### src/core/cews_cfg.svh
`ifndef CEWS_CFG_SVH
`define CEWS_CFG_SVH
// ****************************************
// Line states
// ****************************************
`define CEWS_ST_I   2'h0
`define CEWS_ST_SC  2'h1
`define CEWS_ST_UC  2'h2
`define CEWS_ST_UD  2'h3
// ****************************************
// Write-class request codes
// ****************************************
`define CEWS_WR_NOSNOOP   3'h0
`define CEWS_WR_UNIQUE    3'h1
`define CEWS_WR_LINEUNIQ  3'h2
`define CEWS_WR_BACK      3'h3
`define CEWS_WR_CLEAN     3'h4
`define CEWS_WR_EVICTW    3'h5
`define CEWS_WR_EVICT     3'h6
// ****************************************
// Coherent read/upgrade codes
// ****************************************
`define CEWS_RD_UNIQUE    2'h0
`define CEWS_RD_MAKEUNIQ  2'h1
`define CEWS_RD_CLNUNIQ   2'h2
// ****************************************
// Snoop codes; all but OTHER invalidate
// ****************************************
`define CEWS_SN_RDUNIQ    2'h0
`define CEWS_SN_CLNINV    2'h1
`define CEWS_SN_MKINV     2'h2
`define CEWS_SN_OTHER     2'h3
`define CEWS_CNT_ONE      8'h01
`endif

### src/core/cews_pkg.sv
package cews_pkg;
  typedef enum logic [2:0] {
    CEWS_SEQ_IDLE,
    CEWS_SEQ_WAIT,
    CEWS_SEQ_LOST,
    CEWS_SEQ_STORE,
    CEWS_SEQ_REFETCH,
    CEWS_SEQ_PWB
  } cews_seq_e;
endpackage : cews_pkg

### src/core/cews_sequencer.sv
`timescale 1ns/1ps
`default_nettype none
`include "cews_cfg.svh"
module cews_sequencer #(
  parameter int CNT_W = 8
) (
  input  wire logic       clk,
  input  wire logic       arst_n,
  input  wire logic       cfg_we_enable,
  input  wire logic       cfg_we_declared,
  input  wire logic       cfg_snoop_filter,
  input  wire logic       cfg_cd_data,
  input  wire logic       cfg_pwb_alt,
  input  wire logic       wr_req,
  input  wire logic [2:0] wr_kind,
  input  wire logic [1:0] wr_line_st,
  input  wire logic       wr_spec,
  input  wire logic       wr_shareable,
  input  wire logic       wr_has_data,
  input  wire logic       wr_done,
  input  wire logic [2:0] wr_done_kind,
  input  wire logic       rd_req,
  input  wire logic [1:0] rd_kind,
  input  wire logic       rd_full_line,
  input  wire logic       rd_done,
  input  wire logic       sn_valid,
  input  wire logic [1:0] sn_kind,
  input  wire logic       sn_hit,
  output logic            wr_issue_ff,
  output logic            wr_stall_ff,
  output logic            line_inval_ff,
  output logic            sn_resp_ff,
  output logic            store_go_ff,
  output logic            refetch_ff,
  output logic            pwb_ff,
  output logic            uniq_busy_ff,
  output logic            evc_busy_ff
);
  // ****************************************
  // Decoding helpers
  // ****************************************
  function automatic logic is_evc(input logic [2:0] k);
    return k == `CEWS_WR_BACK || k == `CEWS_WR_CLEAN || k == `CEWS_WR_EVICTW || k == `CEWS_WR_EVICT;
  endfunction : is_evc
  function automatic logic is_uniq(input logic [2:0] k);
    return k == `CEWS_WR_UNIQUE || k == `CEWS_WR_LINEUNIQ;
  endfunction : is_uniq
  function automatic logic is_inv_snoop(input logic [1:0] k);
    return k != `CEWS_SN_OTHER;
  endfunction : is_inv_snoop

  logic [CNT_W-1:0]   uniq_cnt_ff;
  logic [CNT_W-1:0]   evc_cnt_ff;
  cews_pkg::cews_seq_e seq_ff;
  logic [1:0]         seq_kind_ff;
  logic               seq_full_ff;
  logic               we_ok;
  logic               legal;
  logic               issue;
  logic               uniq_issue;
  logic               evc_issue;
  logic               uniq_done;
  logic               evc_done;
  logic               seq_lost;

  assign we_ok = cfg_we_enable && cfg_we_declared;

  // Copy counts as lost when the killing snoop meets the completion
  assign seq_lost = seq_ff == cews_pkg::CEWS_SEQ_LOST || (sn_valid && sn_hit && is_inv_snoop(sn_kind));

  // ****************************************
  // Issue legality and ordering
  // ****************************************
  always_comb begin
    unique case (wr_kind)
      `CEWS_WR_EVICTW: legal = we_ok && wr_line_st == `CEWS_ST_UC && !wr_spec;
      `CEWS_WR_EVICT: legal = cfg_snoop_filter && wr_shareable && !wr_has_data &&
                        (wr_line_st == `CEWS_ST_UC || wr_line_st == `CEWS_ST_SC);
      `CEWS_WR_UNIQUE, `CEWS_WR_LINEUNIQ: legal = cfg_cd_data && evc_cnt_ff == '0;
      default: legal = 1'b1;
    endcase
    if (is_evc(wr_kind) && uniq_cnt_ff != '0)
      legal = 1'b0;
  end

  assign issue      = wr_req && legal;
  assign uniq_issue = issue && is_uniq(wr_kind);
  assign evc_issue  = issue && is_evc(wr_kind);
  assign uniq_done  = wr_done && is_uniq(wr_done_kind);
  assign evc_done   = wr_done && is_evc(wr_done_kind);

  // ****************************************
  // Outstanding counters
  // ****************************************
  always_ff @(posedge clk or negedge arst_n) begin
    if (!arst_n) begin
      uniq_cnt_ff <= '0;
      evc_cnt_ff  <= '0;
    end else begin
      uniq_cnt_ff <= uniq_cnt_ff + CNT_W'(uniq_issue) - CNT_W'(uniq_done);
      evc_cnt_ff  <= evc_cnt_ff + CNT_W'(evc_issue) - CNT_W'(evc_done);
    end
  end

  always_ff @(posedge clk or negedge arst_n) begin
    if (!arst_n) begin
      wr_issue_ff   <= 1'b0;
      wr_stall_ff   <= 1'b0;
      uniq_busy_ff  <= 1'b0;
      evc_busy_ff   <= 1'b0;
    end else begin
      wr_issue_ff  <= issue;
      wr_stall_ff  <= wr_req && !legal;
      uniq_busy_ff <= (uniq_cnt_ff + CNT_W'(uniq_issue) - CNT_W'(uniq_done)) != '0;
      evc_busy_ff  <= (evc_cnt_ff + CNT_W'(evc_issue) - CNT_W'(evc_done)) != '0;
    end
  end

  // ****************************************
  // Snoop answer, never waits on writes
  // ****************************************
  always_ff @(posedge clk or negedge arst_n) begin
    if (!arst_n) begin
      sn_resp_ff <= 1'b0;
    end else begin
      sn_resp_ff <= sn_valid;
    end
  end

  // ****************************************
  // Overlapping store sequencer
  // ****************************************
  always_ff @(posedge clk or negedge arst_n) begin
    if (!arst_n) begin
      seq_ff        <= cews_pkg::CEWS_SEQ_IDLE;
      seq_kind_ff   <= `CEWS_RD_UNIQUE;
      seq_full_ff   <= 1'b0;
      line_inval_ff <= 1'b0;
      store_go_ff   <= 1'b0;
      refetch_ff    <= 1'b0;
      pwb_ff        <= 1'b0;
    end else begin
      store_go_ff   <= 1'b0;
      refetch_ff    <= 1'b0;
      pwb_ff        <= 1'b0;
      line_inval_ff <= issue && wr_kind inside {`CEWS_WR_EVICTW, `CEWS_WR_EVICT};
      unique case (seq_ff)
        cews_pkg::CEWS_SEQ_IDLE: begin
          if (rd_req) begin
            seq_ff      <= cews_pkg::CEWS_SEQ_WAIT;
            seq_kind_ff <= rd_kind;
            seq_full_ff <= rd_full_line;
          end
        end
        cews_pkg::CEWS_SEQ_WAIT, cews_pkg::CEWS_SEQ_LOST: begin
          if (sn_valid && sn_hit && is_inv_snoop(sn_kind)) begin
            line_inval_ff <= 1'b1;
            seq_ff        <= rd_done ? cews_pkg::CEWS_SEQ_IDLE : cews_pkg::CEWS_SEQ_LOST;
          end
          if (rd_done) begin
            if (!seq_lost || seq_kind_ff != `CEWS_RD_CLNUNIQ || seq_full_ff) begin
              store_go_ff <= 1'b1;
              seq_ff      <= cews_pkg::CEWS_SEQ_IDLE;
            end else if (cfg_pwb_alt) begin
              pwb_ff        <= 1'b1;
              line_inval_ff <= 1'b1;
              seq_ff        <= cews_pkg::CEWS_SEQ_IDLE;
            end else begin
              refetch_ff  <= 1'b1;
              seq_kind_ff <= `CEWS_RD_UNIQUE;
              seq_ff      <= cews_pkg::CEWS_SEQ_WAIT;
            end
          end
        end
        default: seq_ff <= cews_pkg::CEWS_SEQ_IDLE;
      endcase
    end
  end
endmodule : cews_sequencer
`default_nettype wire

### config.mk
export PLATFORM = sky130hd
export DESIGN_NAME = cews_sequencer
export DESIGN_NICKNAME = d
export VERILOG_FILES = /design/src/core/cews_pkg.sv /design/src/core/cews_sequencer.sv
export VERILOG_INCLUDE_DIRS = /design/src /design/src/core
export SDC_FILE = /design/constraint.sdc
export NUM_CORES = 1
export LEC_CHECK = 0
export BUFFER_PORTS_ARGS = -buffer_cell sky130_fd_sc_hd__buf_2
export CAP_MARGIN = 25
export CORE_ASPECT_RATIO = 1.25
export CORE_MARGIN = 8
export CORE_UTILIZATION = 55
export DETAILED_ROUTE_END_ITERATION = 10
export PLACE_DENSITY = 0.81
export RECOVER_POWER = 50
export SETUP_SLACK_MARGIN = 0.05
export SYNTH_ARGS = -nofsm -noshare
export SYNTH_HDL_FRONTEND = slang
export SYNTH_SLANG_ARGS = --single-unit
### constraint.sdc
create_clock -name clk -period 4.7 [get_ports clk]
set_clock_uncertainty 0.15 [all_clocks]
set_input_delay 0.235 -clock clk [delete_from_list [all_inputs] [get_ports clk]]
set_output_delay 0.235 -clock clk [all_outputs]
set_load 0.005 [all_outputs]
==> run metrics, run 1 <==
outcome=finished clean; antenna-violating nets left=0; area of the multi-input gates=~1100 sq um; number of CTS-inserted buffers=5; Final TNS setup=0 ns; Final Slew Violations=0; #FFs+latches synth=30; htree depth=2; CP Depth=17; vias=1578; layout cells sized above 1=0.189; Reg-to-Reg Start=evc_cnt_ff[4]; final core occ=0.671; WS Path Type=flop to flop; Sink Count=30; WP data required=roughly 4.7 ns; hold depth=2; relative slew slack=0.00271; Final Setup Violations=0; synth cell count leaders=38 x inv_1, 30 x dfrtp_1, 30 x ha_1; initial DRC count=40; CP Max Fanout=4; HP Class=primary input to flop; register area share after synthesis=0.374; initial antenna violation count=0; final RePlAce weighted congestion=0.832; hpwl dp=3.41 mm; top-count cell post-synth=inv_1; EDFF count, synth=0; Ys Warns=0; Netlist cell types=40; ys async rst share=1.00; CTS tree=done; Power Density=roughly 690 nW/um^2; first-pass GRT wire length=7.07 mm; design area=2340 sq um; master of the slowest instance on the critical path=or4b_2; gr usage total=0.147; latest clock arrival within the worst-skew pair=~0.28 ns; Crit. Startpoint=evc_cnt_ff[4]; die height=between 80 and 90 um; CP Launch Type=flop; dominant cells by area after synthesis=dfrtp_1 37%, ha_1 19%, inv_1 7.1%, xnor2_1 4.4%, o21ai_0 2.7%; CP peak stage delay=0.61 ns; Worst Hold Launch=cfg_pwb_alt; RSZ-0062 raised after global routing=false; worst-margin pin slew=1.50 ns; Die ar.=5850 sq um; clk buf depth=2; vias in the first global route=1591; Post-CTS Setup Inserts=0; syn_nets=268; final wirelength=4.04 mm; crit path time final=4.42 ns; fillcell total=287; final hold vios=0; Placed Area=2250 sq um; Max Fclk=0.226 GHz; area delta synth->final=16.5%; mean area per synthesized cell=9.69 sq um; Worst Path Arrival=4.43 ns; Setup crit end kind=flop; DR vias/cell=5.39; Synth Flop Type=dfrtp_1; Nets=315; leading area contributor after synthesis=dfrtp_1; TritonRoute pass-1 iters=4; WP buf/inv=3; Post-Syn Area=2010 sq um; Core ar.=3480 sq um; IO buf count=37; Max-Cap Viols=0; drc violations=0; IO Count=38; Root Buffer=clkbuf_8; Rows=24; FF+latch area=751 sq um; # diodes=0; Gate Count Post-Synth=207; Routed wire per std cell=roughly 14 um; Max VDD drop=0.000483 V; largest net degree at the start of global routing=31; clock slew at reported path FFs=0.06 ns; total grt overflow=0; leak pwr=1.18 nW; die width=70.0 um; Starting Density=0.576; FF-to-FF path depth=17; Top delay family on crit path=simple AND/OR/NAND/NOR gates; Synth top area share=0.374; crit-path cells=inv_1, ha_1, nand4b_1, or4b_2, nand3b_1, nand4_1, or2_2, ha_1, inv_1, ha_1, inv_1, fa_1, nor2b_2, o21ai_0, xnor2_1, or4_1, or3_1; crit share post-route=0.941
-- flip-flops by register name, summed over array words and instances (netlist names), 2 cells and up --
signal and cells:
seq_kind_ff 2, seq_ff 2, evc_cnt_ff 8, uniq_cnt_ff 8
-- layout by cell type, fill, tap and decap left out, drive strengths merged, types with 4 or more instances in the layout --
master	instances
ha	30
nand2b	5
inv	39
xnor2	10
or3	4
dfrtp	30
a21oi	9
nor2	13
o21ai	11
nand2	6
clkbuf	15
o211ai	4
nor3	5
buf	28
-- worst register-to-register path, delay by kind of cell (launching register included) --
family,cells,cell delay [ns]
and+or+nand+nor,8,2.27
adders and majority gates,4,1.00
DFF,1,0.40
buffers and inverters,3,0.21
xor gates and xnor gates,1,0.15
AOI/OAI and AO/OA,1,0.12
-- per-layer routing --
metal	vias up	share of wire	GRT usage	wire length [um]
li1	809	-	-	-
met1	731	0.42	0.164	1710
met2	33	0.51	0.255	2050
met3	5	0.053	0.0417	214
met4	0	0.015	0.0549	60
met5	-	0	0	0
-- report_power, final --
group          switching [mW]  total, mW  internal, mW
combinational           0.538      0.983         0.445
sequential             0.0594      0.434         0.375
clock                  0.0897      0.189        0.0989
total                   0.687       1.61         0.919
-- final timing paths --
check                                       to  slack (ns)
worst max-delay path               evc_busy_ff        0.28
worst min-delay path                refetch_ff        0.03
worst max register to register     evc_busy_ff        0.28
worst min register to register     seq_full_ff        0.37
max in group asynchronous       seq_kind_ff[1]        2.83
min in group asynchronous           sn_resp_ff        0.70
-- layout make-up --
| type | count | area share |
|---|---|---|
| Timing Repair Buffer | 40 | 0.0857 |
| Inverter | 39 | 0.0627 |
| Clock inverter | 2 | 0.00428 |
| Clock buffer | 5 | 0.0295 |
| Tap cell | 39 | 0.0209 |
| Sequential cell | 30 | 0.321 |
| Multi-Input combinational cell | 138 | 0.476 |
-- per-stage QoR --
| stage | cells | hold WS (ns) | setup slack (ns) | total power [mW] |
|---|---|---|---|---|
| after detailed placement | 284 | 0.145 | 0.180 | 1.42 |
| after floorplan | 207 | -0.211 | 0.632 | 1.19 |
| after global placement | 284 | 0.139 | 0.397 | 1.39 |
| after global routing | 293 | 0.0315 | 0.0504 | 1.78 |
| after CTS | 293 | 0.0253 | 0.256 | 1.62 |
| final | 293 | 0.0342 | 0.278 | 1.61 |
-- cells by family after synthesis --
kind of cell	synth area share
muxes	0.0112
buffers and inverters	0.0730
xor gates and xnor gates	0.0437
DFF	0.374
AOI/OAI and AO/OA	0.142
and+or+nand+nor	0.149
adders and majority gates	0.207
-- what timing repair did --
item,in CTS,in global routing
gates resized for setup,0,1
hold endpoints to repair,31,0
endpoints found under the setup margin,0,1
hold buffers,2,0
Power figures use the tool's default switching activity.
==> run 2: changes to the inputs <==
--- a/config.mk
+++ b/config.mk
@@ -12,6 +12,8 @@
 export CORE_MARGIN = 8
 export CORE_UTILIZATION = 55
 export DETAILED_ROUTE_END_ITERATION = 10
+export HOLD_SLACK_MARGIN = 0.1
+export MAX_ROUTING_LAYER = met4
 export PLACE_DENSITY = 0.81
 export RECOVER_POWER = 50
 export SETUP_SLACK_MARGIN = 0.05
==> constraint.sdc (replaced) <==
create_clock -name clk -period 4.3 [get_ports clk]
set_clock_uncertainty 0.15 [all_clocks]
set_input_delay 0.215 -clock clk [delete_from_list [all_inputs] [get_ports clk]]
set_output_delay 0.215 -clock clk [all_outputs]
set_load 0.005 [all_outputs]
==> run 2 against run 1 <==
- the run now ends with max-capacitance violations, max-slew violations left
- largest cell class unchanged
- combinational power rose by 34%
- critical path type unchanged
- via count rose by 19%
- critical endpoint unchanged
- first-iteration DRC count rose to 3.1 times the previous value
- maximum frequency rose by 3.6%
==> run metrics, run 2 (synthesis gave the netlist of run 1 again) <==
outcome=finished with violations; failing checks=max-capacitance violations, max-slew violations; vias=1873; Final TNS setup=0 ns; Power Density=753 nW/um^2; crit-path cells=inv_2, ha_2, nand4b_1, or4b_4, nand3b_1, nand4_1, or2_4, ha_4, inv_2, ha_4, inv_2, fa_2, inv_2, or3_1, or4_4, or3_1; Crit Reg-Reg Endpoint=evc_busy_ff; CP Launch Type=flop; vias in the first global route=2050; hpwl dp=3.52 mm; IO buf count=37; leak pwr=1.34 nW; CP peak stage delay=0.58 ns; first-pass GRT wire length=9.36 mm; clock slew at reported path FFs=0.07 ns; crit share post-route=0.993; pre-CTS setup slack=-0.122 ns; WP buf/inv=4; Max VDD drop=about 0.0006 V; Final Setup Violations=0; Top delay family on crit path=simple AND/OR/NAND/NOR gates; antenna-violating nets left=0; register-to-register setup slack=0.03 ns; die height=83.5 um; final core occ=0.781; RSZ-0062 raised after global routing=true; drc violations=0; slack of the critical path=0.0303 ns; htree depth=2; layout cells sized above 1=0.340; relative slew slack=-0.0830; Rows=24; Max Fclk=0.234 GHz; CP Max Fanout=2; Sink Count=30; design area=2720 sq um; Placed Area=around 2300 sq um; FF-to-FF path depth=16; Core ar.=~3500 sq um; final RePlAce weighted congestion=roughly 0.87; initial antenna violation count=0; IO Count=38; largest net degree at the start of global routing=31; TritonRoute pass-1 iters=4; crit path time final=4.27 ns; die width=70.0 um; # diodes=0; Setup crit end kind=flop; Worst Hold Launch=rd_req; Die ar.=5850 sq um; Final Slew Violations=31; master of the slowest instance on the critical path=fa_2; DR vias/cell=5.68; hold depth=3; number of CTS-inserted buffers=5; commonest non-fill, non-tap cell in the layout=buf_4; Starting Density=0.576; initial DRC count=122; area delta synth->final=35.6%; CTS tree=done; CP Depth=16; most frequent cells in the layout=32 x buf_4, 31 x inv_1, 30 x dfrtp_1; Max-Cap Viols=1; final wirelength=between 6 and 7 mm; Root Buffer=clkbuf_8; Routed wire per std cell=about 18 um; HP Class=primary input to flop; Top Registers=evc_cnt_ff x8, uniq_cnt_ff x8; clk buf depth=2; Hold EP=seq_ff[1]; Reg-to-Reg Start=evc_cnt_ff[2]; total grt overflow=0; worst-margin pin slew=1.62 ns; WS Path Type=flop to flop; latest clock arrival within the worst-skew pair=0.28 ns; Worst Path Arrival=between 4 and 5 ns; final hold vios=0; gr usage total=0.205; cell with the most instances on the worst path=inv_2; Nets=~350; WP data required=4.31 ns
run 2: cell types whose count changed in the layout (fill, tap and decap cells not counted), sizes merged:
cell and change:
clkinv -1, dlygate4sd3 +5, clkinvlp +1, buf +32
run 2: final cells by class:
class / count / area, sq um
well taps: 39 / 48.8
repair buffers: 76 / 484
clock buffers: 6 / 82.6
multi-input cells: 138 / 1190
clock inverters: 2 / 12.5
inverters: 39 / 146
fillers: 222 / 763
flip-flops and latches: 30 / 751
run 2: how the worst max path moves through the flow:
| stage | start | slack [ns] | endpoint |
|---|---|---|---|
| floorplan | evc_cnt_ff[4] | 0.23 | evc_busy_ff |
| global placement | wr_kind[0] | 0.06 | evc_busy_ff |
| detailed placement | wr_kind[0] | -0.12 | evc_busy_ff |
| CTS | evc_cnt_ff[2] | 0.06 | wr_stall_ff |
| global route | evc_cnt_ff[4] | -0.07 | evc_busy_ff |
| finish | evc_cnt_ff[2] | 0.03 | evc_busy_ff |
run 2: repair_timing:
action / CTS / global route
endpoints found under the hold margin: 37 / 0
setup endpoints to repair: 2 / 3
hold buffers: 7 / 0
buffers inserted: 28 / 2
resized for setup: 7 / 18
pin swaps: 4 / 6
run 2: layer usage:
| layer | up-vias | part of all wire | track usage |
|---|---|---|---|
| li1 | 872 | - | - |
| met1 | 895 | 0.38 | 0.198 |
| met2 | 78 | 0.51 | 0.344 |
| met3 | 28 | 0.065 | 0.0548 |
| met4 | 0 | 0.048 | 0.147 |
| met5 | - | 0 | - |
run 2: where the power goes:
group          switching, mW  internal (mW)
Sequential            0.0808          0.410
Combinational          0.729          0.591
Clock                  0.110          0.128
run 2: tightest hold or removal path: stages:
cell,delay (ns)
buf_2,0.11
nand2b_1,0.14
a21oi_1,0.08
run 2: stage by stage:
stage	cells	power, mW	hold slack (ns)
6_report	330	2.05	0.159
5_1_grt	330	2.21	0.177
4_1_cts	330	1.88	0.150
3_5_place_dp	287	1.58	0.132
3_3_place_gp	287	1.52	0.118
2_1_floorplan	207	1.30	-0.231
